===== src/wft_pkg.sv =====
// Constants for the watchdog and fetch-trap block
package wft_pkg;
    // Register byte addresses
    localparam logic [7:0] CTRL_ADDR = 8'h34;
    localparam logic [7:0] CODE_ADDR = 8'h38;
    localparam logic [7:0] STAT_ADDR = 8'h3c;
    // Control register fields
    localparam int RAM_TRAP_BIT = 5;
    localparam int TRAP_ACT_BIT = 4;
    localparam int WD_ON_BIT = 3;
    localparam int PERIOD_HI = 2;
    localparam int PERIOD_LO = 1;
    localparam int OVF_ACT_BIT = 0;
    // Reset values of the control fields
    localparam logic RAM_TRAP_RST = 1'b1;
    localparam logic TRAP_ACT_RST = 1'b1;
    localparam logic WD_ON_RST = 1'b1;
    localparam logic [1:0] PERIOD_RST = 2'h0;
    localparam logic OVF_ACT_RST = 1'b1;
    // Codes accepted by the code register
    localparam logic [7:0] CLEAR_CODE = 8'h4e;
    localparam logic [7:0] DISABLE_CODE = 8'hb1;
    localparam logic [7:0] ARM_CODE = 8'hd2;
    // Overflow exponents: fast base, slow base, step per code
    localparam logic [4:0] FAST_EXP = 5'h19;
    localparam logic [4:0] SLOW_EXP = 5'h11;
    localparam logic [4:0] EXP_STEP = 5'h02;
    // Two-stage binary counter after the divider
    localparam int BIN_W = 2;
    localparam int DIV_W = 23;
    // Internal reset time: 24 fast-clock periods, fast clock equals clk
    localparam int CLK_NS = 10;
    localparam int FC_NS = 10;
    localparam int RESET_FC_PERIODS = 24;
    localparam int RESET_CYCLES = (RESET_FC_PERIODS * FC_NS) / CLK_NS;
    // Fetch address areas
    localparam logic [15:0] SREG_LO = 16'h0000;
    localparam logic [15:0] SREG_HI = 16'h003f;
    localparam logic [15:0] RAM_LO = 16'h0040;
    localparam logic [15:0] RAM_HI = 16'h083f;
    localparam logic [15:0] BANK_LO = 16'h0f80;
    localparam logic [15:0] BANK_HI = 16'h0fff;
    // Bus responses
    localparam logic [1:0] RESP_OK = 2'h0;
    localparam logic [1:0] RESP_ERR = 2'h2;
endpackage : wft_pkg


===== src/wft_watchdog_trap.sv =====
// Watchdog timer and instruction-fetch trap with an AXI4-Lite slave
// Summary of operation
// Enable bit resets to one; counts automatically
// Period select picks overflow exponent per clock
// Overflow action zero interrupt, one reset; sticky zero
// Control register write-only; reads return zero
// Disable code accepted only while enable bit zero
// Clear code clears binary counter; software refreshes
// Software disables via master flag, clear, enable, code
// Binary counter held cleared while disabled
// Overflow with action zero raises watchdog interrupt
// Watchdog interrupt ignores the master flag
// Watchdog interrupt raised even during any service
// Overflow with action one resets, restarts oscillator
// Stack pointer loaded before interrupt actions
// No counter clear inside interrupt service
// Disable or clear around stop mode
// RAM trap setting takes effect after arm code
// Special and bank areas always trap; RAM if enabled
// Trap action zero interrupt, one reset
// Trap interrupt non-maskable, raised during any service
// Trap reset lasts at most 24 fast periods
// Clear code leaves internal divider running
// Counting pauses in stop, idle and sleep
// Other code values have no effect
//
// Chosen here: the AXI4-Lite slave port.
`timescale 1ns/1ps
module wft_watchdog_trap (
    input wire logic clk,
    input wire logic rst_n,
    input wire logic [7:0] s_axi_awaddr,
    input wire logic s_axi_awvalid,
    output logic s_axi_awready,
    input wire logic [31:0] s_axi_wdata,
    input wire logic [3:0] s_axi_wstrb,
    input wire logic s_axi_wvalid,
    output logic s_axi_wready,
    output logic [1:0] s_axi_bresp,
    output logic s_axi_bvalid,
    input wire logic s_axi_bready,
    input wire logic [7:0] s_axi_araddr,
    input wire logic s_axi_arvalid,
    output logic s_axi_arready,
    output logic [31:0] s_axi_rdata,
    output logic [1:0] s_axi_rresp,
    output logic s_axi_rvalid,
    input wire logic s_axi_rready,
    input wire logic slowMode,
    input wire logic slow_prescale_sel,
    input wire logic slowTick,
    input wire logic pauseMode,
    input wire logic fetchValid,
    input wire logic [15:0] fetchAddr,
    output logic watchdog_irq,
    output logic fetch_trap_irq,
    output logic internalReset,
    output logic fastOscRestart
);

    ////////////////////////////////////////////////////////////////////
    // Helpers
    function automatic logic inArea(input logic [15:0] a, input logic [15:0] lo,
                                    input logic [15:0] hi);
        inArea = (a >= lo) && (a <= hi);
    endfunction : inArea

    function automatic logic [4:0] periodExp(input logic [1:0] sel, input logic slow);
        logic [4:0] base;
        base = slow ? wft_pkg::SLOW_EXP : wft_pkg::FAST_EXP;
        periodExp = base - 5'(sel * wft_pkg::EXP_STEP);
    endfunction : periodExp

    ////////////////////////////////////////////////////////////////////
    // AXI4-Lite slave
    logic awHeld_reg;
    logic wHeld_reg;
    logic [7:0] awAddr_reg;
    logic [31:0] wData_reg;
    logic [3:0] wStrb_reg;
    logic doWrite;
    logic wrLane0;
    logic ctrlWr;
    logic codeWr;
    logic [7:0] wByte;

    assign s_axi_awready = !awHeld_reg && !s_axi_bvalid;
    assign s_axi_wready = !wHeld_reg && !s_axi_bvalid;
    assign doWrite = awHeld_reg && wHeld_reg && !s_axi_bvalid;
    assign wrLane0 = doWrite && wStrb_reg[0];
    assign wByte = wData_reg[7:0];
    assign ctrlWr = wrLane0 && (awAddr_reg == wft_pkg::CTRL_ADDR);
    assign codeWr = wrLane0 && (awAddr_reg == wft_pkg::CODE_ADDR);

    always_ff @(posedge clk or negedge rst_n) begin
        if (!rst_n) begin
            awHeld_reg <= 1'b0;
            awAddr_reg <= 8'h00;
        end else if (s_axi_awvalid && s_axi_awready) begin
            awHeld_reg <= 1'b1;
            awAddr_reg <= s_axi_awaddr;
        end else if (doWrite) begin
            awHeld_reg <= 1'b0;
        end
    end

    always_ff @(posedge clk or negedge rst_n) begin
        if (!rst_n) begin
            wHeld_reg <= 1'b0;
            wData_reg <= 32'h0;
            wStrb_reg <= 4'h0;
        end else if (s_axi_wvalid && s_axi_wready) begin
            wHeld_reg <= 1'b1;
            wData_reg <= s_axi_wdata;
            wStrb_reg <= s_axi_wstrb;
        end else if (doWrite) begin
            wHeld_reg <= 1'b0;
        end
    end

    always_ff @(posedge clk or negedge rst_n) begin
        if (!rst_n) begin
            s_axi_bvalid <= 1'b0;
            s_axi_bresp <= wft_pkg::RESP_OK;
        end else if (doWrite) begin
            s_axi_bvalid <= 1'b1;
            s_axi_bresp <= (awAddr_reg == wft_pkg::CTRL_ADDR ||
                            awAddr_reg == wft_pkg::CODE_ADDR) ?
                           wft_pkg::RESP_OK : wft_pkg::RESP_ERR;
        end else if (s_axi_bready) begin
            s_axi_bvalid <= 1'b0;
        end
    end

    ////////////////////////////////////////////////////////////////////
    // Control state
    logic enBit_reg;
    logic running_reg;
    logic [1:0] period_reg;
    logic ovfAct_reg;
    logic trapAct_reg;
    logic ramTrapNew_reg;
    logic ramTrapOn_reg;

    always_ff @(posedge clk or negedge rst_n) begin
        if (!rst_n) begin
            // enabled out of reset
            enBit_reg <= wft_pkg::WD_ON_RST;
            period_reg <= wft_pkg::PERIOD_RST;
            trapAct_reg <= wft_pkg::TRAP_ACT_RST;
            ramTrapNew_reg <= wft_pkg::RAM_TRAP_RST;
            ovfAct_reg <= wft_pkg::OVF_ACT_RST;
        end else if (ctrlWr) begin
            enBit_reg <= wByte[wft_pkg::WD_ON_BIT];
            period_reg <= wByte[wft_pkg::PERIOD_HI:wft_pkg::PERIOD_LO];
            trapAct_reg <= wByte[wft_pkg::TRAP_ACT_BIT];
            ramTrapNew_reg <= wByte[wft_pkg::RAM_TRAP_BIT];
            // once zero, stays zero
            ovfAct_reg <= ovfAct_reg & wByte[wft_pkg::OVF_ACT_BIT];
        end
    end

    // Running flag drops only on the accepted disable code
    always_ff @(posedge clk or negedge rst_n) begin
        if (!rst_n) begin
            running_reg <= wft_pkg::WD_ON_RST;
        end else if (ctrlWr && wByte[wft_pkg::WD_ON_BIT]) begin
            running_reg <= 1'b1;
        // disable code needs enable bit zero
        end else if (codeWr && wByte == wft_pkg::DISABLE_CODE && !enBit_reg) begin
            running_reg <= 1'b0;
        end
    end

    // RAM trap setting armed by code
    always_ff @(posedge clk or negedge rst_n) begin
        if (!rst_n) begin
            ramTrapOn_reg <= wft_pkg::RAM_TRAP_RST;
        end else if (codeWr && wByte == wft_pkg::ARM_CODE) begin
            ramTrapOn_reg <= ramTrapNew_reg;
        end
    end

    ////////////////////////////////////////////////////////////////////
    // Divider and binary counter
    logic [wft_pkg::DIV_W-1:0] div_reg;
    logic [wft_pkg::BIN_W-1:0] bin_reg;
    logic useSlow;
    logic srcEn;
    logic [4:0] ovfExp;
    logic [wft_pkg::DIV_W-1:0] tapMask;
    logic stageTick;
    logic overflow;
    logic clearHit;

    assign useSlow = slowMode || slow_prescale_sel;
    // no counting while paused
    assign srcEn = (useSlow ? slowTick : 1'b1) && !pauseMode;
    // exponent from period select and source
    assign ovfExp = periodExp(period_reg, useSlow);
    assign tapMask = (wft_pkg::DIV_W)'((24'h1 << (ovfExp - 5'(wft_pkg::BIN_W))) - 24'h1);
    assign stageTick = srcEn && ((div_reg & tapMask) == tapMask);
    assign overflow = running_reg && stageTick && (&bin_reg) && !clearHit;
    // only the exact clear code counts
    assign clearHit = codeWr && wByte == wft_pkg::CLEAR_CODE;

    // divider never cleared by software
    always_ff @(posedge clk or negedge rst_n) begin
        if (!rst_n) begin
            div_reg <= '0;
        end else if (srcEn) begin
            div_reg <= div_reg + 1'b1;
        end
    end

    always_ff @(posedge clk or negedge rst_n) begin
        if (!rst_n) begin
            bin_reg <= '0;
        // held cleared while disabled
        end else if (!running_reg) begin
            bin_reg <= '0;
        // clear code clears counter
        end else if (clearHit) begin
            bin_reg <= '0;
        end else if (stageTick) begin
            bin_reg <= bin_reg + 1'b1;
        end
    end

    ////////////////////////////////////////////////////////////////////
    // Fetch trap
    logic trapHit;

    // areas that trap
    assign trapHit = fetchValid && (inArea(fetchAddr, wft_pkg::SREG_LO, wft_pkg::SREG_HI) ||
                     inArea(fetchAddr, wft_pkg::BANK_LO, wft_pkg::BANK_HI) ||
                     (ramTrapOn_reg && inArea(fetchAddr, wft_pkg::RAM_LO, wft_pkg::RAM_HI)));

    ////////////////////////////////////////////////////////////////////
    // Requests out; no master flag or in-service gating on purpose
    logic [4:0] rstCnt_reg;

    always_ff @(posedge clk or negedge rst_n) begin
        if (!rst_n) begin
            watchdog_irq <= 1'b0;
            fetch_trap_irq <= 1'b0;
        end else begin
            // R10: R11: overflow interrupt, never masked
            watchdog_irq <= overflow && !ovfAct_reg;
            // R19: trap interrupt, never masked
            fetch_trap_irq <= trapHit && !trapAct_reg;
        end
    end

    // R20: internal reset of bounded length
    always_ff @(posedge clk or negedge rst_n) begin
        if (!rst_n) begin
            rstCnt_reg <= 5'h0;
            internalReset <= 1'b0;
            fastOscRestart <= 1'b0;
        end else begin
            fastOscRestart <= 1'b0;
            if (rstCnt_reg == 5'h0 && ((overflow && ovfAct_reg) ||
                                       (trapHit && trapAct_reg))) begin
                rstCnt_reg <= 5'(wft_pkg::RESET_CYCLES);
                internalReset <= 1'b1;
                fastOscRestart <= slowMode;
            end else if (rstCnt_reg != 5'h0) begin
                rstCnt_reg <= rstCnt_reg - 5'h1;
                internalReset <= rstCnt_reg != 5'h1;
            end
        end
    end

    ////////////////////////////////////////////////////////////////////
    // Read channel
    logic [31:0] rdMux;

    // control and code registers read as zero
    always_comb begin
        rdMux = 32'h0;
        if (s_axi_araddr == wft_pkg::STAT_ADDR) begin
            rdMux = {24'h0, 1'b0, ramTrapOn_reg, trapAct_reg, enBit_reg,
                     running_reg, ovfAct_reg, bin_reg};
        end
    end

    assign s_axi_arready = !s_axi_rvalid;

    always_ff @(posedge clk or negedge rst_n) begin
        if (!rst_n) begin
            s_axi_rvalid <= 1'b0;
            s_axi_rdata <= 32'h0;
            s_axi_rresp <= wft_pkg::RESP_OK;
        end else if (s_axi_arvalid && s_axi_arready) begin
            s_axi_rvalid <= 1'b1;
            s_axi_rdata <= rdMux;
            s_axi_rresp <= (s_axi_araddr == wft_pkg::CTRL_ADDR ||
                            s_axi_araddr == wft_pkg::CODE_ADDR ||
                            s_axi_araddr == wft_pkg::STAT_ADDR) ?
                           wft_pkg::RESP_OK : wft_pkg::RESP_ERR;
        end else if (s_axi_rready) begin
            s_axi_rvalid <= 1'b0;
        end
    end
endmodule : wft_watchdog_trap


===== config.mk =====
export PLATFORM = sky130hd
export DESIGN_NAME = wft_watchdog_trap
export DESIGN_NICKNAME = d
export VERILOG_FILES = /design/src/wft_pkg.sv /design/src/wft_watchdog_trap.sv
export SDC_FILE = /design/constraint.sdc
export NUM_CORES = 1
export LEC_CHECK = 0
export BUFFER_PORTS_ARGS = -buffer_cell sky130_fd_sc_hd__buf_2
export CELL_PAD_IN_SITES_DETAIL_PLACEMENT = 0
export CELL_PAD_IN_SITES_GLOBAL_PLACEMENT = 2
export CORE_ASPECT_RATIO = 2
export CORE_MARGIN = 4
export CORE_UTILIZATION = 31
export CTS_BUF_LIST = sky130_fd_sc_hd__clkbuf_4 sky130_fd_sc_hd__clkbuf_8 sky130_fd_sc_hd__clkbuf_16
export DETAILED_ROUTE_END_ITERATION = 6
export HOLD_SLACK_MARGIN = 0.02
export PLACE_DENSITY_LB_ADDON = 0.1
export SLEW_MARGIN = 20
export SYNTH_ARGS = -nofsm -noshare
export SYNTH_HDL_FRONTEND = slang
export SYNTH_SLANG_ARGS = --single-unit

===== constraint.sdc =====
create_clock -name clk -period 3.9 [get_ports clk]
set_input_delay 0.585 -clock clk [delete_from_list [all_inputs] [get_ports clk]]
set_output_delay 0.585 -clock clk [all_outputs]
set_load 0.02 [all_outputs]

==> impl_metrics.tcl <==
set metrics [dict create \
    rsz_0062_raised_after_global_routing "no" \
    endpoint "bin_reg[0]$_DFFE_PN0P_" \
    antenna-diode-count 0 \
    outcome "finished, final reports clean" \
    yosysWarningCount 0 \
    vias_per_cell 4.79 \
    detail_route.wirelength_mm 8.89 \
    multiInputGateArea_um2 1690 \
    synth_simple_gate_area_share 0.177 \
    drt_first_pass_iters 6 \
    path_class "in -> reg" \
    cts_made_buffers 9 \
    cp_slowest_cell "sky130_fd_sc_hd__or4_4" \
    timing.reg2reg.setup_slack_ns 1.11 \
    synth_top_cell_area_share 0.450 \
    seq_area_frac_synth 0.493 \
    cp_max_fo 8 \
    area_growth_syn_to_layout_pct 18.9 \
    fin_area_um2 4360 \
    portBuffers 64 \
    place_worst_setup_slack_ns 0.681 \
    rows 56 \
    initial_drt_markers 81 \
    fin_worst_setup_slack_ns 1.03 \
    max_cap_viol_count 0 \
    muxShareOfSynthArea 0.0730 \
    dr_total_vias 2706 \
    drc_errors 0 \
    cts.htree.levels 3 \
    critical_path_required_ns 4.16 \
    timing.critical_path.to_type "register" \
    drt.antenna.violating_nets 0 \
    clkTransAtPathRegs_ns 0.05 \
    final.min_clock_period_ns 2.87 \
    rr_endpoint "bin_reg[0]$_DFFE_PN0P_" \
    p_per_area_nw_per_um2 548 \
    synth_compound_area_frac 0.106 \
    synth_top_area_cells "sky130_fd_sc_hd__dfrtp_1 45%, sky130_fd_sc_hd__mux2_2 6.8%, sky130_fd_sc_hd__buf_4 5.7%, sky130_fd_sc_hd__dfstp_2 4.3%, sky130_fd_sc_hd__xnor2_1 3.3%" \
    path_buf_inv 1 \
    clock_sinks 72 \
    global_route_wire_length_before_repair_mm 14.3 \
    largest_reg_flops 23 \
    layout.core_utilization 0.375 \
    post_synth_fa_ha_maj_area_fraction 0.0205 \
    first_global_vias 2814 \
    fin_worst_skew_ns 0.00645 \
    post_dp_cell_area_um2 4100 \
    design.core.area_um2 11600 \
    global_route.overflow_total 0 \
    timing.hold.worst.class "in -> async" \
    synth.distinct_cells 54 \
    dieHeight_um 162 \
    setup_viol_count_final 0 \
    setup-tns-final_ns 0 \
    num-nets-final 501 \
    worstPathArrival_ns 3.12 \
    final_max_slew_viol_count 0 \
    synth_xor_xnor_area_share 0.0549 \
    gp_congestion 0.775 \
    initial_utilization 0.316 \
    grt_use_total 0.134 \
    fp.dieArea_um2 13700 \
    synthDominantAreaCellType "sky130_fd_sc_hd__dfrtp_1" \
    place.detailed.hpwl_mm 7.05 \
    postCtsSetupRepairBufs 0 \
    cts_tree "done" \
    fillers 1263 \
    hold_viol 0 \
    pin_count_of_the_biggest_net_entering_global_routing 31 \
    clk-insertion-delay-late_ns 0.33 \
    synth_top_family_by_area "simple AND/OR/NAND/NOR gates" \
    post_synth.cell_area_avg_um2 10.8 \
    die_width_um 84.9 \
    worst_slew_margin_rel 0.472 \
    path_cells "buf_2, nor2_1, or3b_2, ha_1, o21ai_1, or3_1, or4_4, or4_1, a21oi_1" \
    cts_resized 0 \
    ys_async_sr_fraction 1.00 \
    path_depth 9 \
    sequential_cell_area_um2 1810 \
    synth.ff_latch_count 72 \
    num_io_pins 125 \
    total_leakage_power_nw 2.08 \
    irDropWorstVdd_mv 0.231 \
    number_of_enable_flip_flop_cells_after_synthesis 0 \
    rr_startpoint "period_reg[0]$_DFFE_PN0P_" \
    tightest_slew_ns 0.787 \
    postSynthCellCount 339 \
    design_power_total_w 0.00239 \
    hold_buffers 0 \
    max-clock-path-buffers 2 \
    setup.worst_path.start_class "primary input" \
    route.detailed.wl_per_inst_um 15.7 \
    max_freq_mhz 349 \
    crit_start "slowMode" \
    syn-cell-area_um2 3670 \
    r2r_cells 7 \
    clock-root-buffer "sky130_fd_sc_hd__clkbuf_16" \
    critical-path-max-stage-delay_ns 0.53 \
    ratio_of_cells_with_drive_above_1_in_the_final_layout 0.283 \
    critical-path-top-delay-family "simple AND/OR/NAND/NOR gates" \
    antenna_violations_before_repair 0 \
    finalCritPeriodShare 0.735 \
    ys.flop_type "sky130_fd_sc_hd__dfrtp_1" \
]
==> cell families after synthesis <==
| group | Yosys count |
|---|---|
| flip-flops | 72 |
| XOR/XNOR | 23 |
| AND/OR/NAND/NOR | 116 |
| buffers and inverters | 44 |
| adder cells (fa/ha/maj) | 6 |
| multiplexers | 24 |
| AO/OA/AOI/OAI | 53 |
| other | 1 |
==> per-layer routing <==
| metal | part of all wire | vias to the layer above | wire, um | global-route usage |
|---|---|---|---|---|
| met3 | 0.049 | 11 | 435 | 0.0360 |
| met5 | 0 | - | 0 | 0 |
| li1 | - | 1333 | - | - |
| met2 | 0.58 | 62 | 5120 | 0.263 |
| met1 | 0.36 | 1300 | 3170 | 0.129 |
| met4 | 0.019 | 0 | 168 | 0.0504 |
==> power by group <==
group	internal (W)	switching [W]
registers	0.000928	0.000159
clock network	0.000438	0.000301
logic	0.000271	0.000293
total	0.00164	0.000753
==> worst register-to-register path, stage by stage (launching register included) <==
cell and delay [ns]:
sky130_fd_sc_hd__dfrtp_1 0.40, sky130_fd_sc_hd__or3b_2 0.50, sky130_fd_sc_hd__ha_1 0.29, sky130_fd_sc_hd__o21ai_1 0.08, sky130_fd_sc_hd__or3_1 0.37, sky130_fd_sc_hd__or4_4 0.53, sky130_fd_sc_hd__or4_1 0.41, sky130_fd_sc_hd__a21oi_1 0.15
==> worst min-delay path by stage <==
stage	from	endpoint	slack, ns
2_1_floorplan	rst_n	awAddr_reg[0]$_DFFE_PN0P_	0.29
5_1_grt	rst_n	s_axi_rvalid$_DFFE_PN0P_	0.35
3_3_place_gp	div_reg[7]$_DFFE_PN0P_	div_reg[7]$_DFFE_PN0P_	0.46
4_1_cts	rst_n	div_reg[13]$_DFFE_PN0P_	0.32
3_5_place_dp	div_reg[7]$_DFFE_PN0P_	div_reg[7]$_DFFE_PN0P_	0.47
6_report	rst_n	s_axi_rvalid$_DFFE_PN0P_	0.30
==> per-stage QoR <==
step	instances	hold WS, ns
finish	565	0.297
global route	565	0.351
CTS	565	0.316
detailed placement	549	0.465
global placement	549	0.458
floorplan	365	0.289
==> area by class of cell <==
cell class	count	area share
Tap cell	145	0.0416
Sequential cell	72	0.415
Timing Repair Buffer	72	0.0872
Multi-Input combinational cell	249	0.386
Inverter	11	0.00946
Clock inverter	5	0.00573
Clock buffer	11	0.0550
==> placed cells by master, fill, tap and decap left out, types with 8 or more instances in the layout <==
master,n
sky130_fd_sc_hd__buf_2,64
sky130_fd_sc_hd__buf_4,8
sky130_fd_sc_hd__clkbuf_16,9
sky130_fd_sc_hd__conb_1,27
sky130_fd_sc_hd__dfrtp_1,66
sky130_fd_sc_hd__inv_1,11
sky130_fd_sc_hd__mux2_2,22
sky130_fd_sc_hd__nand2_1,21
sky130_fd_sc_hd__nand3_1,12
sky130_fd_sc_hd__nand4_1,11
sky130_fd_sc_hd__nor2_1,19
sky130_fd_sc_hd__nor3_1,9
sky130_fd_sc_hd__o21ai_0,8
sky130_fd_sc_hd__xnor2_1,14
sky130_fd_sc_hd__xor2_1,9
==> Yosys cell counts, drive strengths merged, types with 6 or more instances <==
master,count
xnor2,14
mux2,22
nand4,11
nor2,19
nand3,12
nand2,21
a21oi,7
xor2,9
inv,11
dfstp,6
buf,29
o21ai,9
and3,6
ha,6
dfrtp,66
a22o,7
nor3,9
Note: power is estimated with default switching activity, not from simulation.
